--- config.mk ---
export PLATFORM = sky130hd
export DESIGN_NAME = css_sequencer
export DESIGN_NICKNAME = d
export VERILOG_FILES = /design/src/rtl/css_pkg.sv /design/src/rtl/css_sequencer.sv
export SDC_FILE = /design/constraint.sdc
export NUM_CORES = 1
export LEC_CHECK = 0
export BUFFER_PORTS_ARGS = -buffer_cell sky130_fd_sc_hd__clkbuf_2
export CAP_MARGIN = 30
export CORE_MARGIN = 8
export CORE_UTILIZATION = 38
export DETAILED_ROUTE_END_ITERATION = 8
export HOLD_SLACK_MARGIN = 0.03
export REMOVE_ABC_BUFFERS = 1
export SYNTH_ARGS = -nofsm -noshare
export SYNTH_HDL_FRONTEND = slang
export SYNTH_SLANG_ARGS = --single-unit
--- constraint.sdc ---
create_clock -name ref_clk -period 2.87 [get_ports ref_clk]
set_clock_uncertainty 0.15 [all_clocks]
set_input_delay 0.287 -clock ref_clk [delete_from_list [all_inputs] [get_ports ref_clk]]
set_output_delay 0.287 -clock ref_clk [all_outputs]
set_load 0.02 [all_outputs]
--- src/rtl/css_pkg.sv ---
// Shared types and constants of the coherent snoop sequencer.
// Assumes one clock domain; line addresses are already line-aligned.
`default_nettype none
package css_pkg;
  // Snoop response bit positions
  localparam int unsigned CR_W      = 5;
  localparam int unsigned CR_DATA   = 0;
  localparam int unsigned CR_DIRTY  = 2;
  localparam int unsigned CR_UNIQUE = 4;
  // Line address width and default beats per cache line
  localparam int unsigned LINE_W     = 26;
  localparam int unsigned LINE_BEATS = 4;

  typedef enum logic [4:0] {
    OP_RD_NOSNOOP = 5'h00, OP_RD_ONCE     = 5'h01, OP_RD_CLEAN   = 5'h02,
    OP_RD_NSD     = 5'h03, OP_RD_SHARED   = 5'h04, OP_RD_UNIQUE  = 5'h05,
    OP_CLN_UNIQUE = 5'h06, OP_MK_UNIQUE   = 5'h07, OP_CLN_SHARED = 5'h08,
    OP_CLN_INVAL  = 5'h09, OP_MK_INVAL    = 5'h0a, OP_WR_NOSNOOP = 5'h0b,
    OP_WR_UNIQUE  = 5'h0c, OP_WR_LINE_UNQ = 5'h0d, OP_WR_BACK    = 5'h0e,
    OP_WR_CLEAN   = 5'h0f, OP_WR_EVICT    = 5'h10, OP_EVICT      = 5'h11
  } css_op_t;

  // Snoop classes, each with its own stop condition
  typedef enum logic [1:0] {
    CL_NONE = 2'h0, CL_READ = 2'h1, CL_CSHARED = 2'h2, CL_UNIQ = 2'h3
  } css_class_t;

  typedef enum logic [3:0] {
    ST_IDLE = 4'b0001, ST_PICK = 4'b0010, ST_WAIT = 4'b0100, ST_RESP = 4'b1000
  } css_state_t;

  typedef struct packed {
    css_op_t           op;
    logic [LINE_W-1:0] line;
    logic              line_sized;   // Exactly one cache line long
    logic              ns_cacheable; // Non-shareable, write-through or write-back
  } css_req_t;

  function automatic css_class_t css_class(input css_op_t op);
    case (op)
      OP_RD_ONCE, OP_RD_CLEAN, OP_RD_NSD, OP_RD_SHARED: css_class = CL_READ;
      OP_CLN_SHARED:                                    css_class = CL_CSHARED;
      OP_RD_UNIQUE, OP_CLN_UNIQUE, OP_MK_UNIQUE, OP_CLN_INVAL,
      OP_MK_INVAL, OP_WR_UNIQUE, OP_WR_LINE_UNQ:        css_class = CL_UNIQ;
      default:                                          css_class = CL_NONE;
    endcase
  endfunction

  function automatic logic css_stop(input css_class_t cl, input logic [CR_W-1:0] r);
    case (cl)
      CL_READ:    css_stop = r[CR_DATA] | r[CR_UNIQUE];
      CL_CSHARED: css_stop = r[CR_DIRTY] | r[CR_UNIQUE];
      CL_UNIQ:    css_stop = r[CR_UNIQUE];
      default:    css_stop = 1'b1;
    endcase
  endfunction

  function automatic logic css_is_read(input css_op_t op);
    css_is_read = (op <= OP_RD_UNIQUE);
  endfunction

  // Reads that the continuous line return covers
  function automatic logic css_cont_ok(input css_req_t r);
    case (r.op)
      OP_RD_CLEAN, OP_RD_SHARED, OP_RD_UNIQUE, OP_RD_NSD: css_cont_ok = 1'b1;
      OP_RD_ONCE:    css_cont_ok = r.line_sized;
      OP_RD_NOSNOOP: css_cont_ok = r.line_sized & r.ns_cacheable;
      default:       css_cont_ok = 1'b0;
    endcase
  endfunction
endpackage
`default_nettype wire

--- src/rtl/css_sequencer.sv ---
// Coherent snoop sequencer: orders requests, snoops cached masters, returns responses.
// Assumes one clock, masters hold requests until ready, and ack or snoop answers are pulses.
// Operation
// - One arbiter picks a single order for same-line requests, seen alike by everyone.
// - One request and one snoop are in flight at a time; up to ACK_D responses per master may await their ack.
// - A snoop arriving before the response orders ahead of the master's transaction.
// - A response arriving before any snoop orders the master's transaction first.
// - After a response starts, no same-line snoop to that master until its ack.
// - After a snoop, no same-line response to that master until its snoop answer.
// - Acknowledges cannot be stalled; they are taken in the cycle they appear.
// - With continuous line return, remaining beats follow the first without waiting.
// - Continuous return covers only exactly line-sized qualifying reads.
// - Read snoops stop on obtained data, WasUnique, or all caches snooped.
// - CleanShared snoops stop on PassDirty, WasUnique, or all caches snooped.
// - Unique and invalidating snoops stop on WasUnique or all caches snooped.
// - Never snoop the master that initiated the transaction.
// - Every accepted request gets a response.
`default_nettype none
module css_sequencer
  import css_pkg::*;
#(
  parameter int unsigned N          = 4,
  parameter int unsigned ACK_D      = 4,
  parameter int unsigned BEATS      = LINE_BEATS,
  parameter logic        CONT_READ  = 1'b0,
  parameter logic [N-1:0] CACHED    = '1
) (
  input  wire logic              ref_clk,
  input  wire logic              reset_n,
  input  wire logic [N-1:0]      req_valid,
  input  wire css_req_t          req_in [N],
  output logic [N-1:0]           req_ready,
  output logic [N-1:0]           snp_valid,
  output logic [LINE_W-1:0]      snp_line,
  input  wire logic [N-1:0]      cr_valid,
  input  wire logic [CR_W-1:0]   cr_resp [N],
  output logic [N-1:0]           rsp_valid,
  output logic                   rsp_last,
  input  wire logic              mem_beat_ok,
  input  wire logic [N-1:0]      rack,
  input  wire logic [N-1:0]      wack
);
  localparam int unsigned IW = (N > 1) ? $clog2(N) : 1;
  localparam int unsigned SW = (ACK_D > 1) ? $clog2(ACK_D) : 1;
  localparam int unsigned BW = $clog2(BEATS + 1);

  css_state_t        st_q, st_d;
  css_req_t          cur_q, cur_d;
  logic [IW-1:0]     init_q, init_d, tgt_q, tgt_d, rr_q, rr_d, win, pick;
  logic [N-1:0]      done_q, done_d, ready_q, ready_d, snp_q, snp_d, rsp_q, rsp_d;
  logic [BW-1:0]     beat_q, beat_d, nbeats;
  logic              last_q, last_d, found, any_elig, alloc, cont, beat_go;
  logic [N-1:0]      elig, blk;
  css_class_t        cls;

  // Pending-ack table, one row per master
  logic [ACK_D-1:0]  ack_v_q [N];
  logic [ACK_D-1:0]  ack_v_d [N];
  logic [ACK_D-1:0]  ack_rd_q [N];
  logic [ACK_D-1:0]  ack_rd_d [N];
  logic [LINE_W-1:0] ack_ln_q [N][ACK_D];
  logic [LINE_W-1:0] ack_ln_d [N][ACK_D];
  logic [SW-1:0]     free_slot;
  logic              slot_free;
  int unsigned       occ [N];

  assign req_ready = ready_q;
  assign snp_valid = snp_q;
  assign snp_line  = cur_q.line;
  assign rsp_valid = rsp_q;
  assign rsp_last  = last_q;

  // A master is blocked for snooping while it owes an ack for the current line
  for (genvar m = 0; m < N; m++) begin : g_blk
    always_comb begin
      blk[m] = 1'b0;
      occ[m] = 0;
      for (int k = 0; k < ACK_D; k++) begin
        if (ack_v_q[m][k] && ack_ln_q[m][k] == cur_q.line) begin
          blk[m] = 1'b1;
        end
        if (ack_v_q[m][k]) begin
          occ[m] = occ[m] + 1;
        end
      end
    end
  end

  assign cls    = css_class(cur_q.op);
  assign cont   = CONT_READ & css_cont_ok(cur_q);
  assign nbeats = (css_is_read(cur_q.op) && cur_q.line_sized) ? BW'(BEATS) : BW'(1);
  // Initiator never eligible; only masters that may cache the line
  assign elig   = CACHED & ~done_q & ~(N'(1) << init_q);

  // Sequencing state machine: serialising every request through one engine fixes one global order
  always_comb begin
    st_d    = st_q;
    cur_d   = cur_q;
    init_d  = init_q;
    tgt_d   = tgt_q;
    rr_d    = rr_q;
    done_d  = done_q;
    beat_d  = beat_q;
    ready_d = '0;
    snp_d   = '0;
    rsp_d   = '0;
    last_d  = 1'b0;
    alloc   = 1'b0;
    found   = 1'b0;
    win     = '0;
    any_elig = |elig;
    pick    = '0;
    // Round-robin arbiter, starting after the last winner
    for (int i = N - 1; i >= 0; i--) begin
      if (req_valid[(int'(rr_q) + i) % N]) begin
        found = 1'b1;
        win   = IW'((int'(rr_q) + i) % N);
      end
    end
    for (int i = N - 1; i >= 0; i--) begin
      if (elig[i]) begin
        pick = IW'(i);
      end
    end
    beat_go = (beat_q != '0) ? (cont || mem_beat_ok) : (mem_beat_ok && slot_free);
    case (st_q)
      ST_IDLE: begin
        if (found) begin
          cur_d        = req_in[win];
          init_d       = win;
          done_d       = '0;
          beat_d       = '0;
          ready_d[win] = 1'b1;
          rr_d         = (int'(win) == N - 1) ? '0 : IW'(win + 1'b1);
          st_d         = (css_class(req_in[win].op) == CL_NONE) ? ST_RESP : ST_PICK;
        end
      end
      ST_PICK: begin
        if (!any_elig) begin
          st_d = ST_RESP;
        end else if (!blk[pick]) begin
          snp_d[pick]  = 1'b1;
          done_d[pick] = 1'b1;
          tgt_d        = pick;
          st_d         = ST_WAIT;
        end
      end
      ST_WAIT: begin
        // No response may leave while a snoop is unanswered
        if (cr_valid[tgt_q]) begin
          st_d = css_stop(cls, cr_resp[tgt_q]) ? ST_RESP : ST_PICK;
        end
      end
      ST_RESP: begin
        if (beat_go) begin
          rsp_d[init_q] = 1'b1;
          alloc         = (beat_q == '0);
          if (beat_q == nbeats - 1'b1) begin
            last_d = 1'b1;
            beat_d = '0;
            st_d   = ST_IDLE;
          end else begin
            beat_d = beat_q + 1'b1;
          end
        end
      end
      default: begin
        st_d = ST_IDLE;
      end
    endcase
  end

  always_ff @(posedge ref_clk) begin
    if (!reset_n) begin
      st_q    <= ST_IDLE;
      cur_q   <= '0;
      init_q  <= '0;
      tgt_q   <= '0;
      rr_q    <= '0;
      done_q  <= '0;
      beat_q  <= '0;
      ready_q <= '0;
      snp_q   <= '0;
      rsp_q   <= '0;
      last_q  <= 1'b0;
    end else begin
      st_q    <= st_d;
      cur_q   <= cur_d;
      init_q  <= init_d;
      tgt_q   <= tgt_d;
      rr_q    <= rr_d;
      done_q  <= done_d;
      beat_q  <= beat_d;
      ready_q <= ready_d;
      snp_q   <= snp_d;
      rsp_q   <= rsp_d;
      last_q  <= last_d;
    end
  end

  // Ack table: acks retire the lowest-indexed entry of their kind with no stall
  always_comb begin
    ack_v_d   = ack_v_q;
    ack_rd_d  = ack_rd_q;
    ack_ln_d  = ack_ln_q;
    slot_free = 1'b0;
    free_slot = '0;
    for (int k = ACK_D - 1; k >= 0; k--) begin
      if (!ack_v_q[init_q][k]) begin
        slot_free = 1'b1;
        free_slot = SW'(k);
      end
    end
    for (int m = 0; m < N; m++) begin
      for (int k = 0; k < ACK_D; k++) begin
        if (rack[m] && ack_v_q[m][k] && ack_rd_q[m][k] &&
            (ack_v_q[m] & ack_rd_q[m] & ((ACK_D)'(1) << k) - 1'b1) == '0) begin
          ack_v_d[m][k] = 1'b0;
        end
        if (wack[m] && ack_v_q[m][k] && !ack_rd_q[m][k] &&
            (ack_v_q[m] & ~ack_rd_q[m] & ((ACK_D)'(1) << k) - 1'b1) == '0) begin
          ack_v_d[m][k] = 1'b0;
        end
      end
    end
    // Free slot was picked from the registered row, so it cannot collide with a retire
    if (alloc) begin
      ack_v_d[init_q][free_slot]  = 1'b1;
      ack_rd_d[init_q][free_slot] = css_is_read(cur_q.op);
      ack_ln_d[init_q][free_slot] = cur_q.line;
    end
  end

  always_ff @(posedge ref_clk) begin
    if (!reset_n) begin
      for (int m = 0; m < N; m++) begin
        ack_v_q[m]  <= '0;
        ack_rd_q[m] <= '0;
        for (int k = 0; k < ACK_D; k++) begin
          ack_ln_q[m][k] <= '0;
        end
      end
    end else begin
      ack_v_q  <= ack_v_d;
      ack_rd_q <= ack_rd_d;
      ack_ln_q <= ack_ln_d;
    end
  end

  // Checks on the ordering engine
  for (genvar m = 0; m < N; m++) begin : g_chk
    snoop_hold_a : assert property (
      @(posedge ref_clk) disable iff (!reset_n) snp_q[m] |-> !blk[m])
      else $error("Snoop sent to a master that still owes an ack for the line");
    ack_take_a : assert property (
      @(posedge ref_clk) disable iff (!reset_n)
      (rack[m] && !wack[m] && |(ack_v_q[m] & ack_rd_q[m]) && !(alloc && int'(init_q) == m))
      |=> occ[m] + 1 == $past(occ[m]))
      else $error("Read ack was not taken in its cycle");
    write_take_a : assert property (
      @(posedge ref_clk) disable iff (!reset_n)
      (wack[m] && !rack[m] && |(ack_v_q[m] & ~ack_rd_q[m]) && !(alloc && int'(init_q) == m))
      |=> occ[m] + 1 == $past(occ[m]))
      else $error("Write ack was not taken in its cycle");
  end

  resp_hold_a : assert property (
    @(posedge ref_clk) disable iff (!reset_n) (st_q == ST_WAIT) |-> (rsp_q == '0))
    else $error("Response given while a snoop is unanswered");
  no_self_snoop_a : assert property (
    @(posedge ref_clk) disable iff (!reset_n) (|snp_q) |-> !snp_q[init_q])
    else $error("Snoop directed to the initiating master");
  read_stop_a : assert property (
    @(posedge ref_clk) disable iff (!reset_n)
    (st_q == ST_WAIT && cls == CL_READ && cr_valid[tgt_q] && cr_resp[tgt_q][CR_DATA]) |=> st_q == ST_RESP)
    else $error("Read snooping did not stop on data");
  cshared_stop_a : assert property (
    @(posedge ref_clk) disable iff (!reset_n)
    (st_q == ST_WAIT && cls == CL_CSHARED && cr_valid[tgt_q] && cr_resp[tgt_q][CR_DIRTY]) |=> st_q == ST_RESP)
    else $error("Clean-shared snooping did not stop on dirty data");
  unique_go_on_a : assert property (
    @(posedge ref_clk) disable iff (!reset_n)
    (st_q == ST_WAIT && cls == CL_UNIQ && cr_valid[tgt_q] && !cr_resp[tgt_q][CR_UNIQUE])
    |=> st_q == ST_PICK ##1 (st_q == ST_RESP || |snp_q || st_q == ST_PICK))
    else $error("Unique snooping stopped without WasUnique");
  cont_beats_a : assert property (
    @(posedge ref_clk) disable iff (!reset_n) ((|rsp_q) && !last_q && cont) |=> (|rsp_q))
    else $error("Continuous line read paused between beats");
  grant_one_a : assert property (
    @(posedge ref_clk) disable iff (!reset_n) (|ready_q) |-> ($onehot(ready_q) && st_q != ST_IDLE))
    else $error("More than one request granted at once");
  // The first beat must leave a pending-ack entry behind, or later snoops would not be held
  ack_alloc_a : assert property (
    @(posedge ref_clk) disable iff (!reset_n)
    (alloc && !rack[init_q] && !wack[init_q]) |=> occ[init_q] == $past(occ[init_q]) + 1)
    else $error("Pending-ack entry not recorded with the first response beat");
endmodule
`default_nettype wire

; ---- Word-level counts from Yosys, hierarchy flattened
; Memory sizes are Yosys's and may differ from the RTL's. A register that Yosys moved wholly into a read port is not among the register bits.
; Index checks and enable logic that the tools add are counted.
[op_classes]
eq_ne = 32
bitwise = 27
n_shift = 1
multipliers = 0
reduce_logical = 166
n_mux = 138
n_div = 0
n_addsub = 6
magnitude_cmp = 20
[ops]
columns = op, n
row1 = $bwmux 416, 1
row2 = $eq 26x26->1, 16
row3 = $demux 104 s2, 1
row4 = $logic_and 1x1->1, 112
row5 = $mux 104, 1
row6 = $logic_not 4->1, 24
row7 = $mux 1, 72
row8 = $bmux 33 s2, 1
row9 = $mux 33, 2
row10 = $mux 4, 16
row11 = $demux 26 s2, 1
row12 = $mux 2, 17
row13 = $lt 2x3->1 const B, 9
row14 = $mux 26, 1
row15 = $and 3x3->3, 8
row16 = $bwmux 16, 1
row17 = $logic_not 1->1, 16
row18 = $mux 16, 1
row19 = $or 16x16->16, 1
row20 = $pmux 4 s4, 1
row21 = $bmux 1 s2, 6
row22 = $ge 3x3->1 const B, 4
row23 = $mux 3, 4
row24 = $ne 2x2->1 const B, 6
row25 = other kinds (40), 68
[totals]
inputBits = 171
output_inout_bits = 39
latchBits = 0
mem_count = 2
wordCells = 429
mem_bits_rw = 0
romBits = 64
regBits = 510
[mem_list]
columns = name, words, word_bits, read_ports, rd_ports_with_merged_regs, write_ports, line
row1 = (name not given), 16, 2, 1, 0, 0, css_pkg.sv:40  ; case (op)
row2 = (name not given), 16, 2, 1, 1, 0, css_pkg.sv:40

; ---- Longest topological paths before layout
; Gate-level depths: netlist of run 1.
; An unclocked memory read counts as a cell.
[logic_depth]
word_depth = 19
depth_mapped = 14

; ---- Worst setup path after synthesis of run 1
; OpenSTA, ideal clock, no wires.
[synth_path]
path_type = reg2reg
start = reg init_q[0]
end = reg ack_ln_q[318] in the netlist's numbering
setup_time_ns = 0.128
period_less_slack_ns = 2.749
required_time_ns = 2.592
path_stages_with_launch = 13
arrival_ns = 2.472
slack_ns = 0.121
cell_sequence = dfxtp_1 > buf_4 > mux4_2 > nand2_1 > or4_1 > and3_1 > nand3b_2 > nor3_2 > and2_1 > buf_4 > buf_6 > mux2i_1 > nor2_1
[synth_between]
elab_chain_cells = 16
[synth_rtl]
columns = item, line
row1 = from (decl), css_sequencer.sv:49  ; logic [IW-1:0] init_q, init_d, tgt_q, tgt_d, rr_q, rr_d, win, pick;
row2 = from (signal assigned), css_sequencer.sv:189  ; init_q <= init_d;
row3 = $not 2->3 (not written as such) *, "css_sequencer.sv:209, css_sequencer.sv:230"
row4 = $bmux 4 s2, css_sequencer.sv:209  ; if (!ack_v_q[init_q][k]) begin
row5 = $mux 4 (not written as such) (2 in series), css_sequencer.sv:209
row6 = $mux 2 (4 in series), css_sequencer.sv:209
row7 = $not 2->3 (not written as such), css_sequencer.sv:230  ; ack_ln_d[init_q][free_slot] = cur_q.line;
row8 = $ge 3x3->1 (not written as such) / $lt 3x1->1 (equally long branches), css_sequencer.sv:230
row9 = $logic_and 1x1->1 (not written as such), css_sequencer.sv:230
row10 = $mux 26 (not written as such), css_sequencer.sv:230
row11 = $demux 26 s2, css_sequencer.sv:230
row12 = $mux 104 (not written as such), css_sequencer.sv:230
row13 = $demux 104 s2, css_sequencer.sv:230
row14 = $bwmux 416, css_sequencer.sv:230
row15 = to (signal assigned), css_sequencer.sv:246  ; ack_ln_q <= ack_ln_d;
row16 = to (decl), css_sequencer.sv:61  ; logic [LINE_W-1:0] ack_ln_q [N][ACK_D];
; Mark *: on every way between the ends. The rest lies on a longest branch, timed or not. The select of a mux whose other input is x is not followed.
; A chain may end at the register's enable or synchronous reset.

; ---- Final worst setup path of run 1
[layout_path]
start = reg init_q[0]
end = reg ack_ln_q[34] in the netlist's numbering
; The elaborated chain is that of the path after synthesis.

==> results.sh, run 1 <==
export IMPL_crit_chain="mux4_2, nand2_4, or4_4, and3_4, nand3b_4, buf_12, nor2_4, buf_12, nand2_2, clkbuf_16, mux2i_1, nor2_1"
export IMPL_place_ws_ns=-0.206
export IMPL_setup_tns_ns=0
export IMPL_power_density_mw_per_mm2=821
export IMPL_io_pins=210
export IMPL_gr_usage_all_layers_pct=20.1
export IMPL_synth_simple_area_share_pct=13.9
export IMPL_cpMaxStageDelayCell="or4_4"
export IMPL_cp_max_fo=11
export IMPL_rows=94
export IMPL_syn_area_per_cell_um2=9.41
export IMPL_hold_class="input port to register"
export IMPL_ant_nets=0
export IMPL_fp_dieH_um=273
export IMPL_grt_max_degree=125
export IMPL_period_minus_slack_ns=2.86
export IMPL_synthAdderAreaFrac_pct=0.600
export IMPL_crit_end="ack_ln_q[34]"
export IMPL_hold_depth=5
export IMPL_overflow=0
export IMPL_avgRoutedWirePerCell_um=20.8
export IMPL_worstPathArrival_ns=3.17
export IMPL_place_gp_congestion=0.867
export IMPL_relSlewSlack_pct=52.0
export IMPL_cts_made_buffers=56
export IMPL_synthArstFlopShare_pct=0
export IMPL_synth_top_family_by_area="multiplexers"
export IMPL_setup_viol=0
export IMPL_fin_ws_ns=0.0127
export IMPL_synth_top_cell_by_area="dfxtp_1"
export IMPL_ys_top_cells_by_area="dfxtp_1 (41%), mux2i_1 (20%), xnor2_1 (10%)"
export IMPL_max_cap_viol_count=0
export IMPL_synth_xor_area_share_pct=14.6
export IMPL_path_depth=12
export IMPL_htreeDepth=2
export IMPL_vias_per_cell=5.22
export IMPL_critPathLaunch="init_q[0]"
export IMPL_syn_area_mm2=0.0250
export IMPL_die_w_um=273
export IMPL_slew_violations=0
export IMPL_cp_start_kind="register"
export IMPL_vias=20400
export IMPL_clk_pin_slew_ns=0.06
export IMPL_cts_tree="built"
export IMPL_cts_sinks=512
export IMPL_fin_nets=3183
export IMPL_ir_drop_uv=456
export IMPL_drc=0
export IMPL_cp_end_kind="register"
export IMPL_place_hpwl_mm=51.6
export IMPL_io_buffers=197
export IMPL_drtIter0Drc=1403
export IMPL_routed_wirelength_mm=81.3
export IMPL_drive_gt1_share_pct=21.0
export IMPL_cts_path_max_buffers=3
export IMPL_fmax_ghz=0.350
export IMPL_yosysTopAreaCellShare_pct=41.0
export IMPL_hold_violations=0
export IMPL_cp_common_cell="buf_12"
export IMPL_worst_pin_slew_ns=0.719
export IMPL_root_buffer="clkbuf_16"
export IMPL_power_leakage_nw=15.5
export IMPL_fillers=5826
export IMPL_grt_pass1_wl_mm=119
export IMPL_netlist_top_cells_count="dfxtp_1 (512), mux2i_1 (495), nor2_1 (490), xnor2_1 (285), clkbuf_1 (138)"
export IMPL_max_stage_delay_ns=0.49
export IMPL_path_class="register to register"
export IMPL_core_mm2=0.0655
export IMPL_status="complete, no violations"
export IMPL_reg2reg_from="init_q[0]"
export IMPL_synth_compound_area_share_pct=4.09
export IMPL_cp_required_ns=3.18
export IMPL_path_delay_family="simple AND/OR/NAND/NOR gates"
export IMPL_synth_seq_cells=512
export IMPL_reg2reg_to="ack_ln_q[34]"
export IMPL_r2r_setup_slack_ns=0.01
export IMPL_hold_ws_ns=0.0692
export IMPL_dr_pass1_iters=5
export IMPL_clock_latency_ns=0.61
export IMPL_yosysWarnings=0
export IMPL_synth_edf_count=0
export IMPL_antenna_found_initial=1
export IMPL_yosys_most_used_dff="dfxtp_1"
export IMPL_yosysMostFrequentCell="dfxtp_1"
export IMPL_cp_buffers_inverters=3
export IMPL_grt_pass1_vias=20300
export IMPL_diodes=0
export IMPL_area_growth_syn_to_layout_pct=31.0
export IMPL_rsz0062_at_grt="true"
export IMPL_die_area_mm2=0.0743
export IMPL_synthCells=2657
export IMPL_netlist_cell_type_count=54
export IMPL_seq_area_frac_synth_pct=41.0
export IMPL_period_share_pct=99.6
export IMPL_muxShareOfSynthArea_pct=20.6
export IMPL_r2r_cells=12
export IMPL_initial_core_util_pct=38.2
==> metrics by stage <==
step                util, %  total power, mW  instance area, um2  std cells
floorplan                 -             13.4               23800       2406
global placement       43.0             18.2               28200       3645
detailed placement     43.0             18.3               28200       3645
CTS                    48.6             26.4               31900       3855
global route           50.0             28.0               32800       3907
finish                 50.0             26.9               32800       3907
==> worst min-delay path, cell delays in order <==
cell      delay (ns)
clkbuf_2        0.09
mux2i_1         0.10
nor2_1          0.12
a21oi_1         0.05
o22ai_1         0.14
==> cells in the final DEF, fill, tap and decap left out, types with 8 or more instances in the layout <==
cell,instances
nor2_1,490
mux2i_1,485
dfxtp_1,484
xnor2_1,284
clkbuf_2,197
xor2_1,132
buf_4,130
nand4_1,93
dlygate4sd3_1,86
clkbuf_16,76
buf_12,76
a21oi_1,62
nand2_1,46
nor4_1,35
o22ai_1,25
nor3_1,25
inv_1,22
dfxtp_2,22
buf_16,21
nor2b_1,17
clkbuf_8,16
nand3_1,14
a211oi_1,14
ha_1,12
nand2_8,11
clkbuf_1,11
o21ai_0,10
mux2i_2,10
bufinv_16,9
nand2b_1,8
nor4_2,8
==> power breakdown <==
part	leakage, nW	internal, mW	total, mW	switching [mW]
clock network	0.984	4.79	7.79	3.00
registers	4.14	7.44	7.88	0.447
logic	10.4	4.90	11.2	6.33
total	15.5	17.1	26.9	9.77
==> how the worst min path moves through the flow <==
stage                          start           end  slack (ns)
final                     req_in[12]  snp_line[10]        0.07
after detailed placement   cur_q[28]     cur_q[28]        0.32
after global routing      req_in[84]  snp_line[16]        0.08
after global placement     cur_q[28]     cur_q[28]        0.31
after floorplan              reset_n       st_q[0]        0.20
after CTS                 req_in[50]  snp_line[15]        0.03
==> layout make-up <==
cell class	instances	area [um2]	area share [%]
clock buffers	83	1660	5.07
clock inverters	18	330	1.01
inverters	23	93.8	0.286
multi-input cells	1871	13800	42.2
flip-flops and latches	512	10300	31.4
well taps	864	1080	3.30
repair buffers	536	5480	16.7
==> registers in the layout, indices dropped and copies added (netlist names), 6 cells and up, named ones only <==
signal	cells
ack_v_q	16
snp_line	26
ack_ln_q	416
cur_q	6
ack_rd_q	16
==> what timing repair did <==
| item | 4_1_cts | 5_1_grt |
|---|---|---|
| gates cloned | 21 | 20 |
| pin swaps | 7 | 12 |
| buffers inserted | 5 | 35 |
| setup endpoints to repair | 447 | 407 |
| gates resized for setup | 59 | 41 |
| hold buffers | 86 | 0 |
| endpoints found under the hold margin | 29 | 0 |
==> layer usage <==
| layer | GRT usage, % | vias to the layer above | share of wire [%] |
|---|---|---|---|
| met5 | 0 | - | 0 |
| met4 | 5.63 | 0 | 2.6 |
| met3 | 2.39 | 126 | 4.3 |
| met2 | 34.6 | 450 | 49 |
| met1 | 26.5 | 10200 | 44 |
| li1 | - | 9663 | - |
==> logic make-up (layout without fill, tap and decap cells) <==
| logic type | Yosys count | after routing |
|---|---|---|
| AND/OR/NAND/NOR | 775 | 775 |
| flip-flops | 512 | 512 |
| multiplexers | 505 | 505 |
| XOR/XNOR | 417 | 417 |
| buffers and inverters | 274 | 660 |
| AO/OA/AOI/OAI | 162 | 162 |
| adder cells (fa/ha/maj) | 12 | 12 |
No activity file was read; power rests on OpenSTA's default activity.
==> run 2, diff against run 1 <==
--- a/config.mk
+++ b/config.mk
@@ -6,11 +6,12 @@
 export NUM_CORES = 1
 export LEC_CHECK = 0
 export BUFFER_PORTS_ARGS = -buffer_cell sky130_fd_sc_hd__clkbuf_2
-export CAP_MARGIN = 30
 export CORE_MARGIN = 8
-export CORE_UTILIZATION = 38
+export CORE_UTILIZATION = 50
+export CTS_CLUSTER_SIZE = 10
 export DETAILED_ROUTE_END_ITERATION = 8
 export HOLD_SLACK_MARGIN = 0.03
+export PLACE_DENSITY = 0.71
 export REMOVE_ABC_BUFFERS = 1
 export SYNTH_ARGS = -nofsm -noshare
 export SYNTH_HDL_FRONTEND = slang
==> run 2 against run 1 <==
Effect of this change:
- sequential cell count did not move
- clock-buffer cell count fell by 18
- first-iteration DRC count rose by 22%
- core utilization rose by 13 points
- total power fell by 7.4%
- wire length fell by 5.2%
- cell count fell by 6.1%
- sequential share of layout area rose by 1.3 points
- via count rose by 0.50%
- critical endpoint is now done_q[0]
- clock power fell by 17%
- combinational power fell by 6%
- fmax fell by 0.25%
==> results.sh, run 2 (synthesis gave the netlist of run 1 again) <==
export IMPL_ir_drop_uv=636
export IMPL_grt_max_degree=133
export IMPL_die_w_um=240
export IMPL_stdcell_count=3670
export IMPL_drc=0
export IMPL_cpMaxStageDelayCell="dfxtp_2"
export IMPL_cts_sinks=512
export IMPL_cp_start_kind="register"
export IMPL_io_pins=210
export IMPL_cp_max_fo=10
export IMPL_drtIter0Drc=1712
export IMPL_power_density_mw_per_mm2=792
export IMPL_power_leakage_nw=15.0
export IMPL_vias=20500
export IMPL_vias_per_cell=5.58
export IMPL_antenna_found_initial=3
export IMPL_clock_latency_ns=0.61
export IMPL_hold_violations=0
export IMPL_use_met1_pct=31.7
export IMPL_core_mm2=0.0498
export IMPL_dr_pass1_iters=6
export IMPL_cp_required_ns=3.22
export IMPL_cts_tree="built"
export IMPL_final_common_cell="nor2_1"
export IMPL_hold_class="input port to register"
export IMPL_rsz0062_at_grt="true"
export IMPL_fin_nets=3169
export IMPL_ant_nets=0
export IMPL_grt_util_met2_pct=41.0
export IMPL_slew_violations=0
export IMPL_worst_pin_slew_ns=0.753
export IMPL_grt_pass1_vias=20200
export IMPL_setup_tns_ns=0
export IMPL_gr_usage_all_layers_pct=24.7
export IMPL_final_cell_mix="nor2_1 (489), mux2i_1 (486), dfxtp_1 (484)"
export IMPL_overflow=0
export IMPL_cp_end_kind="register"
export IMPL_worstPathArrival_ns=3.21
export IMPL_busiest_layer="met2"
export IMPL_r2r_cells=13
export IMPL_grt_pass1_wl_mm=113
export IMPL_regMostFlops="ack_ln_q"
export IMPL_largest_reg_flops=416
export IMPL_met3_usage_pct=3.60
export IMPL_fp_dieH_um=240
export IMPL_period_share_pct=99.8
export IMPL_rows=82
export IMPL_area_growth_syn_to_layout_pct=25.8
export IMPL_cts_path_max_buffers=3
export IMPL_setup_viol=0
export IMPL_drive_gt1_share_pct=19.3
export IMPL_routed_wirelength_mm=77.1
export IMPL_clk_pin_slew_ns=0.06
export IMPL_place_gp_congestion=0.900
export IMPL_dp_cells=3455
export IMPL_max_cap_viol_count=0
export IMPL_status="complete, no violations"
export IMPL_io_buffers=197
export IMPL_die_area_mm2=0.0574
export IMPL_avgRoutedWirePerCell_um=21.0
export IMPL_htreeDepth=2
export IMPL_period_minus_slack_ns=2.86
export IMPL_crit_chain="buf_12, buf_6, xnor2_1, nand4_1, nor4_2, a22oi_1, buf_4, nand4_1, a21oi_1, o21ai_1, buf_4, nor3_1, a31o_2"
export IMPL_fmax_ghz=0.349
export IMPL_path_class="register to register"
export IMPL_relSlewSlack_pct=49.6
export IMPL_initial_core_util_pct=50.3
export IMPL_max_stage_delay_ns=0.38
export IMPL_hold_depth=5
export IMPL_root_buffer="clkbuf_16"
export IMPL_cts_made_buffers=58
export IMPL_place_hpwl_mm=48.3
-- run 2: cell count changes in the layout (fill, tap and decap cells not counted), moves of 4 or more --
cell           change
bufinv_16          -8
clkbuf_16          +4
clkinv_2           -7
buf_12            -16
clkbuf_1           -5
buf_6              +6
clkbuf_8          -15
buf_16            -16
dlygate4sd3_1     +13
buf_4              -5
-- run 2: worst max-delay path: cells and delay by family, from the launching register on --
family / cells / cell delay, ns
buffers and inverters: 4 / 0.69
DFF: 1 / 0.38
xor gates and xnor gates: 1 / 0.12
AOI/OAI and AO/OA: 4 / 0.66
and+or+nand+nor: 4 / 0.72
-- run 2: per-layer routing --
| metal | vias up | routed length, um |
|---|---|---|
| li1 | 9581 | - |
| met2 | 785 | 36700 |
| met1 | 9902 | 32000 |
| met4 | 0 | 3470 |
| met3 | 223 | 4910 |
| met5 | - | 0 |
-- run 2: metrics by stage --
stage	total power [mW]	worst slack, ns	hold slack [ns]	area [um2]	utilization (%)
final	24.9	0.00550	0.0399	31500	63.2
after global routing	25.9	-0.0727	0.0765	31500	63.2
after CTS	24.6	0.00216	0.0314	30500	61.3
after detailed placement	18.0	-0.192	0.328	27700	55.7
after global placement	17.8	-0.143	0.312	27700	55.7
after floorplan	13.4	-2.37	0.199	23800	-
-- run 2: path summary, 6_finish.rpt --
path,startpoint,end,slack [ns]
max,snp_line[1],done_q[0],0.006
min,req_in[24],snp_line[22],0.04
max reg2reg,snp_line[1],done_q[0],0.006
min reg2reg,cur_q[28],cur_q[28],0.33
-- run 2: power by group --
group          leakage [nW]  switching (mW)  internal (mW)
combinational          10.1            6.05           4.49
sequential             4.14           0.447           7.44
clock                 0.763            2.80           3.69
-- run 2: area by class of cell --
cell class                 instances  area, um2
clock inverter                     5       72.6
sequential                       512      10300
clock buffer                      65       1490
fill                            3856      18300
tap                              672        841
antenna                            2       5.00
timing repair buffer             520       4940
inverter                          23       93.8
multi-input combinational       1871      13700
-- run 2: timing repair --
item | 4_1_cts | 5_1_grt
hold buffers | 99 | 0
pin swaps | 0 | 10
buffers inserted | 0 | 12
cloned | 5 | 28
endpoints found under the hold margin | 35 | 0
resized for setup | 19 | 61
setup endpoints to repair | 435 | 353
